### src/rtl/aim_cfg.svh
`ifndef AIM_CFG_SVH
`define AIM_CFG_SVH
// How it works
// - Identify word 53 reads fixed 0001h
// - Capacity equals cylinders times heads times sectors
// - Word 59 high byte reads 01h always
// - Multiple setting is 00h by default, else 01h
// - DMA timing word reports no DMA mode
// - Idle: busy, idle, clear busy, interrupt
// - Nonzero count arms power-down in 5 ms units
// - Zero count disables automatic power-down
// - Idle immediate: same sequence, count ignored
// - Init parameters: sectors from count, heads plus one
// - Read buffer sends buffer like sector read
// - Multiple read block size is one sector
// - Interrupt and data request only per block
// - Count is sectors; partial last block sent
// - Multiple read without setting is aborted
// - Media error posted at block start, still sent
// - Count 1 to 256, zero means 256
// - Address registers end on last sector read
// - On uncorrectable error address stays at failing sector
// - Continue only after correctable data error
// - Per sector: busy, load, request, interrupt
// - Identify advertises one sector per interrupt

// ****************************************************
// Timing
// ****************************************************
`define AIM_CLK_NS      25
`define AIM_PD_UNIT_NS  5000000

// ****************************************************
// Register byte offsets
// ****************************************************
`define AIM_OFF_CMD     8'h00
`define AIM_OFF_SECCNT  8'h04
`define AIM_OFF_SECNUM  8'h08
`define AIM_OFF_CYLLO   8'h0C
`define AIM_OFF_CYLHI   8'h10
`define AIM_OFF_DRVHD   8'h14
`define AIM_OFF_STATUS  8'h18
`define AIM_OFF_ERROR   8'h1C
`define AIM_OFF_DATA    8'h20
`define AIM_OFF_IDSEL   8'h24
`define AIM_OFF_IDDATA  8'h28
`define AIM_OFF_POWER   8'h2C

// ****************************************************
// Opcodes
// ****************************************************
`define AIM_OP_IDLE_A   8'hE3
`define AIM_OP_IDLE_B   8'h97
`define AIM_OP_IMM_A    8'hE1
`define AIM_OP_IMM_B    8'h95
`define AIM_OP_INIT     8'h91
`define AIM_OP_RDBUF    8'hE4
`define AIM_OP_RDMUL    8'hC4
`define AIM_OP_SETMUL   8'hC6

// ****************************************************
// Field positions and fixed values
// ****************************************************
`define AIM_ST_BSY      7
`define AIM_ST_DRDY     6
`define AIM_ST_DSC      4
`define AIM_ST_DRQ      3
`define AIM_ST_CORR     2
`define AIM_ST_ERR      0
`define AIM_ER_UNC      6
`define AIM_ER_ABRT     2
`define AIM_DH_LBA      6
`define AIM_ID_MAXMUL   16'h0001
`define AIM_ID_DMA      16'h0000
`define AIM_ID_XLAT     16'h0001
`define AIM_ID_MULVAL   8'h01
`define AIM_MUL_RST     8'h00
`define AIM_MUL_ONE     8'h01
`define AIM_LAST_WORD   8'hFF
`define AIM_RESP_OK     2'h0
`define AIM_RESP_ERR    2'h2
`endif

### src/rtl/aim_pkg.sv
package aim_pkg;
  typedef enum logic [2:0] {ST_IDLE, ST_CMD, ST_LOAD, ST_XFER} aim_state_t;
  typedef struct packed {
    logic [3:0]  head;
    logic [15:0] cyl;
    logic [7:0]  sec;
  } aim_addr_t;
  typedef struct packed {
    logic      req;
    logic      lba;
    aim_addr_t addr;
  } aim_media_req_t;
endpackage : aim_pkg

### src/rtl/aim_ata_cmd.sv
`timescale 1ns/100ps
`include "aim_cfg.svh"
module aim_ata_cmd #(
  parameter logic [15:0] DEF_CYL   = 16'h0100,
  parameter logic [4:0]  DEF_HEADS = 5'h04,
  parameter logic [7:0]  DEF_SPT   = 8'h20,
  parameter int          PD_TICK   = `AIM_PD_UNIT_NS / `AIM_CLK_NS
) (
  // Clock, reset and enable
  input  wire logic                    aclk,
  input  wire logic                    aresetn,
  input  wire logic                    ce,
  // AXI4-Lite slave
  input  wire logic                    awvalid,
  output logic                         awready,
  input  wire logic [7:0]              awaddr,
  input  wire logic                    wvalid,
  output logic                         wready,
  input  wire logic [31:0]             wdata,
  input  wire logic [3:0]              wstrb,
  output logic                         bvalid,
  input  wire logic                    bready,
  output logic [1:0]                   bresp,
  input  wire logic                    arvalid,
  output logic                         arready,
  input  wire logic [7:0]              araddr,
  output logic                         rvalid,
  input  wire logic                    rready,
  output logic [31:0]                  rdata,
  output logic [1:0]                   rresp,
  // Media side
  output aim_pkg::aim_media_req_t      media_req_q,
  input  wire logic                    media_ack,
  input  wire logic                    media_err,
  input  wire logic                    media_corr,
  input  wire logic                    mbuf_we,
  input  wire logic [7:0]              mbuf_addr,
  input  wire logic [15:0]             mbuf_data,
  // Host signals
  output logic                         intrq_q,
  output logic                         pwr_down_q
);

  // ****************************************************
  // State
  // ****************************************************
  aim_pkg::aim_state_t st_q;
  logic [15:0]         buf_mem [256];
  logic [7:0]          aw_addr_q, w_data_q, op_q, sc_q, dh_q, ptr_q, id_sel_q;
  logic [7:0]          mult_q, spt_q, units_q;
  logic [4:0]          heads_q;
  logic [8:0]          cnt_q;
  logic [17:0]         tick_q;
  logic                w_strb_q, bsy_q, drq_q, err_q, corr_q, unc_q, abrt_q;
  logic                fatal_q, pd_en_q;
  aim_pkg::aim_addr_t  adr_q;

  function automatic logic mapped(input logic [7:0] a);
    return a <= `AIM_OFF_POWER && a[1:0] == 2'h0;
  endfunction : mapped

  function automatic aim_pkg::aim_addr_t next_addr(input aim_pkg::aim_addr_t a,
                                                  input logic lba,
                                                  input logic [4:0] hd,
                                                  input logic [7:0] spt);
    aim_pkg::aim_addr_t n;
    n = a;
    if (lba) begin
      n = a + 28'h1;
    end else if (a.sec < spt) begin
      n.sec = a.sec + 8'h01;
    end else begin
      n.sec = 8'h01;
      if ({1'b0, a.head} < hd - 5'h01) begin
        n.head = a.head + 4'h1;
      end else begin
        n.head = 4'h0;
        n.cyl  = a.cyl + 16'h0001;
      end
    end
    return n;
  endfunction : next_addr

  // ****************************************************
  // Decode
  // ****************************************************
  wire        wr_go    = ~awready & ~wready & ~bvalid;
  wire        ar_take  = arvalid & arready;
  wire        wr_ok    = wr_go & w_strb_q & ~bsy_q & st_q == aim_pkg::ST_IDLE;
  wire        cmd_go   = wr_ok & aw_addr_q == `AIM_OFF_CMD;
  wire        sts_rd   = ar_take & araddr == `AIM_OFF_STATUS;
  wire        data_rd  = ar_take & araddr == `AIM_OFF_DATA & st_q == aim_pkg::ST_XFER;
  wire        op_idle  = op_q == `AIM_OP_IDLE_A || op_q == `AIM_OP_IDLE_B;
  wire        op_imm   = op_q == `AIM_OP_IMM_A || op_q == `AIM_OP_IMM_B;
  wire        last_wd  = ptr_q == `AIM_LAST_WORD;
  wire [31:0] cap      = {16'h0, DEF_CYL} * {27'h0, heads_q} * {24'h0, spt_q};
  wire [7:0]  status   = {bsy_q, ~bsy_q, 1'b0, 1'b1, drq_q, corr_q, 1'b0, err_q};
  wire [7:0]  err_reg  = {1'b0, unc_q, 3'h0, abrt_q, 2'h0};
  wire [7:0]  sec_cnt  = sc_q;
  logic [15:0] id_word;
  logic [31:0] rd_mux;

  always_comb begin
    unique case (id_sel_q)
      8'd47:   id_word = `AIM_ID_MAXMUL;
      8'd52:   id_word = `AIM_ID_DMA;
      8'd53:   id_word = `AIM_ID_XLAT;
      8'd54:   id_word = DEF_CYL;
      8'd55:   id_word = {11'h0, heads_q};
      8'd56:   id_word = {8'h0, spt_q};
      8'd57:   id_word = cap[15:0];
      8'd58:   id_word = cap[31:16];
      8'd59:   id_word = {`AIM_ID_MULVAL, mult_q};
      default: id_word = 16'h0000;
    endcase
  end

  always_comb begin
    unique case (araddr)
      `AIM_OFF_CMD,
      `AIM_OFF_STATUS: rd_mux = {24'h0, status};
      `AIM_OFF_SECCNT: rd_mux = {24'h0, sec_cnt};
      `AIM_OFF_SECNUM: rd_mux = {24'h0, adr_q.sec};
      `AIM_OFF_CYLLO:  rd_mux = {24'h0, adr_q.cyl[7:0]};
      `AIM_OFF_CYLHI:  rd_mux = {24'h0, adr_q.cyl[15:8]};
      `AIM_OFF_DRVHD:  rd_mux = {24'h0, dh_q[7:4], adr_q.head};
      `AIM_OFF_ERROR:  rd_mux = {24'h0, err_reg};
      `AIM_OFF_DATA:   rd_mux = st_q == aim_pkg::ST_XFER ? {16'h0, buf_mem[ptr_q]} : 32'h0;
      `AIM_OFF_IDSEL:  rd_mux = {24'h0, id_sel_q};
      `AIM_OFF_IDDATA: rd_mux = {16'h0, id_word};
      `AIM_OFF_POWER:  rd_mux = {23'h0, pd_en_q, units_q};
      default:         rd_mux = 32'h0;
    endcase
  end

  // ****************************************************
  // AXI4-Lite handshake
  // ****************************************************
  always_ff @(posedge aclk) begin
    if (!aresetn) begin
      {awready, wready, arready} <= 3'b111;
      {bvalid, rvalid}           <= 2'b00;
      {bresp, rresp}             <= 4'h0;
      rdata                      <= 32'h0;
      {aw_addr_q, w_data_q}      <= 16'h0;
      w_strb_q                   <= 1'b0;
    end else if (ce) begin
      if (awvalid & awready) begin
        awready   <= 1'b0;
        aw_addr_q <= awaddr;
      end
      if (wvalid & wready) begin
        wready   <= 1'b0;
        w_data_q <= wdata[7:0];
        w_strb_q <= wstrb[0];
      end
      if (wr_go) begin
        bvalid <= 1'b1;
        bresp  <= mapped(aw_addr_q) ? `AIM_RESP_OK : `AIM_RESP_ERR;
      end
      if (bvalid & bready) begin
        {bvalid, awready, wready} <= 3'b011;
      end
      if (ar_take) begin
        arready <= 1'b0;
        rvalid  <= 1'b1;
        rdata   <= rd_mux;
        rresp   <= mapped(araddr) ? `AIM_RESP_OK : `AIM_RESP_ERR;
      end
      if (rvalid & rready) begin
        {rvalid, arready} <= 2'b01;
      end
    end
  end

  // ****************************************************
  // Sector buffer
  // ****************************************************
  always_ff @(posedge aclk) begin
    if (ce && mbuf_we) begin
      buf_mem[mbuf_addr] <= mbuf_data;
    end
  end

  // ****************************************************
  // Power-down timer
  // ****************************************************
  always_ff @(posedge aclk) begin
    if (!aresetn) begin
      tick_q     <= 18'h0;
      units_q    <= 8'h0;
      pd_en_q    <= 1'b0;
      pwr_down_q <= 1'b0;
    end else if (ce) begin
      if (cmd_go) begin
        pd_en_q    <= 1'b0;
        pwr_down_q <= 1'b0;
      end else if (st_q == aim_pkg::ST_CMD && op_idle) begin
        pd_en_q <= sc_q != 8'h00;
        units_q <= sc_q;
        tick_q  <= 18'h0;
      end else if (pd_en_q) begin
        tick_q <= tick_q + 18'h1;
        if (tick_q == 18'(PD_TICK - 1)) begin
          tick_q  <= 18'h0;
          units_q <= units_q - 8'h01;
          if (units_q == 8'h01) begin
            pd_en_q    <= 1'b0;
            pwr_down_q <= 1'b1;
          end
        end
      end
    end
  end

  // ****************************************************
  // Command engine
  // ****************************************************
  always_ff @(posedge aclk) begin
    if (!aresetn) begin
      st_q        <= aim_pkg::ST_IDLE;
      {op_q, sc_q, dh_q, ptr_q, id_sel_q} <= 40'h0;
      adr_q       <= '0;
      mult_q      <= `AIM_MUL_RST;
      spt_q       <= DEF_SPT;
      heads_q     <= DEF_HEADS;
      cnt_q       <= 9'h0;
      {bsy_q, drq_q, err_q, corr_q, unc_q, abrt_q, fatal_q} <= 7'h0;
      intrq_q     <= 1'b0;
      media_req_q <= '0;
    end else if (ce) begin
      if (sts_rd) begin
        intrq_q <= 1'b0;
      end
      if (wr_ok) begin
        unique case (aw_addr_q)
          `AIM_OFF_SECCNT: sc_q <= w_data_q;
          `AIM_OFF_SECNUM: adr_q.sec <= w_data_q;
          `AIM_OFF_CYLLO:  adr_q.cyl[7:0] <= w_data_q;
          `AIM_OFF_CYLHI:  adr_q.cyl[15:8] <= w_data_q;
          `AIM_OFF_DRVHD: begin
            dh_q       <= w_data_q;
            adr_q.head <= w_data_q[3:0];
          end
          `AIM_OFF_IDSEL:  id_sel_q <= w_data_q;
          default: ;
        endcase
      end
      unique case (st_q)
        aim_pkg::ST_IDLE: if (cmd_go) begin
          bsy_q <= 1'b1;
          op_q  <= w_data_q;
          {err_q, corr_q, unc_q, abrt_q, fatal_q} <= 5'h0;
          st_q  <= aim_pkg::ST_CMD;
        end
        aim_pkg::ST_CMD: begin
          bsy_q   <= 1'b0;
          intrq_q <= 1'b1;
          st_q    <= aim_pkg::ST_IDLE;
          if (op_idle || op_imm) begin
          end else if (op_q == `AIM_OP_INIT) begin
            spt_q   <= sc_q;
            heads_q <= {1'b0, dh_q[3:0]} + 5'h01;
          end else if (op_q == `AIM_OP_SETMUL) begin
            mult_q <= sc_q == `AIM_MUL_ONE ? `AIM_MUL_ONE : `AIM_MUL_RST;
          end else if (op_q == `AIM_OP_RDBUF) begin
            drq_q <= 1'b1;
            ptr_q <= 8'h0;
            cnt_q <= 9'h0;
            st_q  <= aim_pkg::ST_XFER;
          end else if (op_q == `AIM_OP_RDMUL && mult_q != `AIM_MUL_RST) begin
            bsy_q       <= 1'b1;
            intrq_q     <= 1'b0;
            cnt_q       <= {1'b0, sc_q - 8'h01};
            media_req_q <= '{req: 1'b1, lba: dh_q[`AIM_DH_LBA], addr: adr_q};
            st_q        <= aim_pkg::ST_LOAD;
          end else begin
            abrt_q <= 1'b1;
            err_q  <= 1'b1;
          end
        end
        aim_pkg::ST_LOAD: if (media_ack) begin
          media_req_q.req <= 1'b0;
          bsy_q   <= 1'b0;
          drq_q   <= 1'b1;
          intrq_q <= 1'b1;
          ptr_q   <= 8'h0;
          st_q    <= aim_pkg::ST_XFER;
          if (media_err) begin
            err_q   <= 1'b1;
            corr_q  <= media_corr;
            unc_q   <= ~media_corr;
            fatal_q <= ~media_corr;
          end
        end
        aim_pkg::ST_XFER: if (data_rd) begin
          ptr_q <= ptr_q + 8'h01;
          if (last_wd) begin
            drq_q <= 1'b0;
            if (cnt_q == 9'h0 || fatal_q) begin
              st_q <= aim_pkg::ST_IDLE;
            end else begin
              bsy_q       <= 1'b1;
              cnt_q       <= cnt_q - 9'h001;
              adr_q       <= next_addr(adr_q, dh_q[`AIM_DH_LBA], heads_q, spt_q);
              media_req_q <= '{req: 1'b1, lba: dh_q[`AIM_DH_LBA],
                               addr: next_addr(adr_q, dh_q[`AIM_DH_LBA], heads_q, spt_q)};
              st_q        <= aim_pkg::ST_LOAD;
            end
          end
        end
        default: st_q <= aim_pkg::ST_IDLE;
      endcase
    end
  end

  wire idle_cmd = cmd_go && (w_data_q == `AIM_OP_IDLE_A || w_data_q == `AIM_OP_IDLE_B);
  wire imm_cmd  = cmd_go && (w_data_q == `AIM_OP_IMM_A || w_data_q == `AIM_OP_IMM_B);
endmodule : aim_ata_cmd

### config.mk
export PLATFORM = sky130hd
export DESIGN_NAME = aim_ata_cmd
export DESIGN_NICKNAME = d
export VERILOG_FILES = /design/src/rtl/aim_pkg.sv /design/src/rtl/aim_ata_cmd.sv
export VERILOG_INCLUDE_DIRS = /design/src /design/src/rtl
export SDC_FILE = /design/constraint.sdc
export NUM_CORES = 2
export LEC_CHECK = 0
export ABC_CLOCK_PERIOD_IN_PS = 8800
export BUFFER_PORTS_ARGS = -buffer_cell sky130_fd_sc_hd__buf_2
export CAP_MARGIN = 20
export CORE_UTILIZATION = 25
export DETAILED_ROUTE_END_ITERATION = 10
export GPL_ROUTABILITY_DRIVEN = 0
export SYNTH_ARGS = -nofsm -noshare
export SYNTH_HDL_FRONTEND = slang
export SYNTH_SLANG_ARGS = --single-unit
### constraint.sdc
create_clock -name aclk -period 8.8 [get_ports aclk]
set_clock_uncertainty 0.05 [all_clocks]
set_input_delay 0.88 -clock aclk [delete_from_list [all_inputs] [get_ports aclk]]
set_output_delay 0.88 -clock aclk [all_outputs]
set_load 0.02 [all_outputs]
==> results.ini <==
[run_status]
outcome = finished, final reports clean

[placement]
place_hpwl_mm = 332.5
portBuffers = 115
dp_cells = 17680

[route]
initialDrtViolationCount = 14870
viasPerCell = 5.014
ant_nets = 0
wirelength_mm = 536.4
first_pass_iters = 10
vias = 92950
drc = 0
routedWlPerCell_um = 28.93

[finish]
fin_nets = 9311
utilization_pct = 29.22
multi_input_area_um2 = 40430
area_delta_synth_final_pct = 16.35
finalNonFillerCells = 18540
ff_latch_area_um2 = 127100
nFillCells = 65820
drive_gt1_share_pct = 26.36

[sta]
hold_ws_ps = 74.56
slew_headroom_pct = 4.568
drv_slew = 0
setup_viol = 0
period_share_pct = 64.36
hold_viol = 0
fin_setup_tns_ps = 0
rsz0062_at_grt = no
period_needed_ps = 5664
timing.fmax_mhz = 176.6
tightest_slew_ps = 1421

[worst_setup_path]
regToRegEndpoint = rdata[3]$_SDFFE_PN0P_
criticalPathCategory = register to register
cp_max_fo = 65
worstPathRequired_ps = 9580
reg2regPathDepth = 9
cp-start-kind = register
cp-end-kind = register
worst-r2r-setup-slack_ps = 3140
arrival_ps = 6450
cp-endpoint = rdata[3]$_SDFFE_PN0P_

[power_and_ir_drop]
p_switching_mw = 8.935
pwr-share-comb_pct = 3.1
p_sw_share_pct = 21.34
p_seq_share_pct = 53.7
intPower_mw = 32.93
p_per_area_nw_per_um2 = 211.7
clock_power_share_pct = 43.2
leakagePower_nw = 58.73
max-vdd-ir-drop_mv = 0.1904

[cts]
cts_num_sinks = 4302
cts_buffer_depth = 4
cts_tree = done
clk_pin_slew_ps = 60
cts_buffers = 425
cts_root_buf = clkbuf_16
clock_latency_ps = 1050
htreeDepth = 5

[global_route]
gr-total-overflow = 0
antenna_found_initial = 68
grt_max_degree = 130
grt_pass1_vias = 88570
grt_usage_pct = 15.12
grt_pass1_wl_mm = 735.5

[logic_synthesis]
ys_seq_elements = 4302
syn_inst = 8647
ys_types = 94
synth_area_um2 = 169900
yosys_warnings = 0
synth-main-ff-cell = edfxtp_1
synth-edff-count = 4096
yosysSeqAreaShare_pct = 74.80
synth.avg_cell_area_um2 = 19.65
async_flop_share_pct = 0

[hold_path]
hold_depth = 3
min-delay-start = awaddr[7]
hold_path.class = primary input to register

[run]
drv_cap = 0

[die]
coreArea_um2 = 676800
rows = 302
ios = 161
die-area_um2 = 683100
chipWidth_um = 826.5
die_h_um = 826.5
start_util_pct = 25.11

## synth_stat cells, types with 10 or more instances
| master | number | area [µm²] |
|---|---|---|
| edfxtp_1 | 4096 | 123000 |
| mux4_2 | 1001 | 22540 |
| nor2_1 | 494 | 1854 |
| nand2_1 | 339 | 1272 |
| a22oi_1 | 240 | 1802 |
| clkbuf_1 | 234 | 878.3 |
| a21oi_1 | 228 | 1141 |
| mux2i_1 | 211 | 2112 |
| dfxtp_1 | 206 | 4124 |
| buf_2 | 139 | 695.7 |
| nand3_1 | 139 | 695.7 |
| o21ai_0 | 110 | 550.5 |
| inv_1 | 78 | 292.8 |
| nor3_1 | 78 | 390.4 |
| buf_4 | 72 | 540.5 |
| nand4_1 | 61 | 381.6 |
| buf_6 | 58 | 653.1 |
| o22ai_1 | 56 | 350.3 |
| a22o_1 | 55 | 481.7 |
| a31oi_1 | 55 | 344.1 |
| a211oi_1 | 54 | 405.4 |
| a221oi_1 | 49 | 429.2 |
| ha_1 | 47 | 588.1 |
| and2_1 | 45 | 281.5 |
| nor2b_1 | 38 | 237.7 |
| xnor2_1 | 34 | 297.8 |
| buf_1 | 26 | 97.59 |
| and3_1 | 24 | 150.1 |
| nor4_1 | 24 | 150.1 |
| nand2b_1 | 22 | 137.6 |
| xor2_1 | 20 | 175.2 |
| or3_1 | 19 | 118.9 |
| a32oi_1 | 18 | 157.7 |
| fa_1 | 18 | 360.4 |
| mux2_2 | 17 | 191.4 |
| o211ai_1 | 17 | 127.6 |
| o221ai_1 | 17 | 148.9 |
| or2_2 | 17 | 106.4 |
| or4_1 | 12 | 90.09 |
| o31ai_1 | 10 | 75.07 |
## power by group through the flow
stage                     sequential, mW  clock (mW)  combinational (mW)
after global placement              22.9           0                1.29
after detailed placement            22.9           0                1.31
after CTS                           22.5        18.3                1.31
after global routing                22.5        19.0                1.38
after floorplan                     22.9           0               0.714
final                               22.5        18.1                1.31
## critical path, cell delays in order (launching register included)
cell and delay (ps):
dfxtp_4 930, buf_12 500, buf_12 460, mux4_2 580, a22oi_1 380, a21oi_1 290, nor3_1 460, nor3_1 250
nor4_2 1100, a21oi_1 130
## layout by cell type, fill, tap and decap left out, drive strengths merged, types with 24 or more instances in the layout
master | netlist | final
a211oi | 54 | 54
a21oi | 228 | 228
a221oi | 50 | 50
a22o | 55 | 55
a22oi | 240 | 240
a31oi | 55 | 55
and2 | 46 | 46
and3 | 24 | 24
buf | 297 | 582
bufinv | 0 | 36
clkbuf | 234 | 529
clkinv | 0 | 218
dfxtp | 206 | 206
diode | 0 | 56
edfxtp | 4096 | 4096
ha | 47 | 47
inv | 79 | 84
mux2i | 211 | 211
mux4 | 1001 | 1001
nand2 | 339 | 339
nand3 | 139 | 139
nand4 | 61 | 61
nor2 | 496 | 496
nor2b | 38 | 38
nor3 | 79 | 79
nor4 | 27 | 27
o21ai | 115 | 115
o22ai | 56 | 56
xnor2 | 34 | 34
## through the flow
| step | cell area [µm²] | worst slack [ps] | power, mW |
|---|---|---|---|
| 2_1_floorplan | 170000 | 5018 | 23.60 |
| 3_3_place_gp | 183500 | 3341 | 24.18 |
| 3_5_place_dp | 183700 | 3332 | 24.21 |
| 4_1_cts | 197400 | 3308 | 42.06 |
| 5_1_grt | 197700 | 3171 | 42.85 |
| 6_report | 197700 | 3136 | 41.87 |
## logic make-up after synthesis
logic type | Yosys count | synth area share (%)
xor+xnor | 54 | 0.2783
simple gates | 1353 | 3.664
other cells | 1 | 0.002207
mux | 1229 | 14.62
flops | 4302 | 74.80
compound gates | 1033 | 4.193
buf+inv | 610 | 1.878
fa+ha+maj | 65 | 0.5581
## worst min path at each step
stage                                      endpoint  slack (ps)
after detailed placement       dh_q[7]$_SDFFE_PN0P_         400
after global routing       w_data_q[7]$_SDFFE_PN0P_          50
final                     aw_addr_q[7]$_SDFFE_PN0P_          70
after global placement         dh_q[7]$_SDFFE_PN0P_         400
after CTS                  w_data_q[7]$_SDFFE_PN0P_           4
after floorplan                dh_q[5]$_SDFFE_PN0P_         380
## registers in the layout (all words and copies together) (netlist names), 9 cells and up, named ones only
signal       count
rdata           16
media_req_q     30
adr_q           28
cnt_q            9
buf_mem       4096
tick_q          18
## cell type report
type / count / share of cell area [%]
flip-flops and latches: 4302 / 64.30
multi-input cells: 3752 / 20.45
well taps: 8968 / 5.675
clock buffers: 514 / 5.611
repair buffers: 598 / 2.436
clock inverters: 271 / 1.304
inverters: 79 / 0.1512
diodes: 56 / 0.07087
## repair_timing
item	CTS	global route
gates resized for setup	0	0
hold endpoints to repair	1	0
buffers inserted	0	0
hold buffers	1	0
## routing by layer
| metal | routed length, µm | track usage (%) | up-vias |
|---|---|---|---|
| met2 | 237100 | 22.73 | 5681 |
| met4 | 26380 | 6.407 | 26 |
| met3 | 64660 | 4.429 | 1106 |
| met1 | 207400 | 20.26 | 49310 |
| met5 | 897 | 1.128 | - |
| li1 | - | - | 36830 |
(Power assumes the default switching activity.)
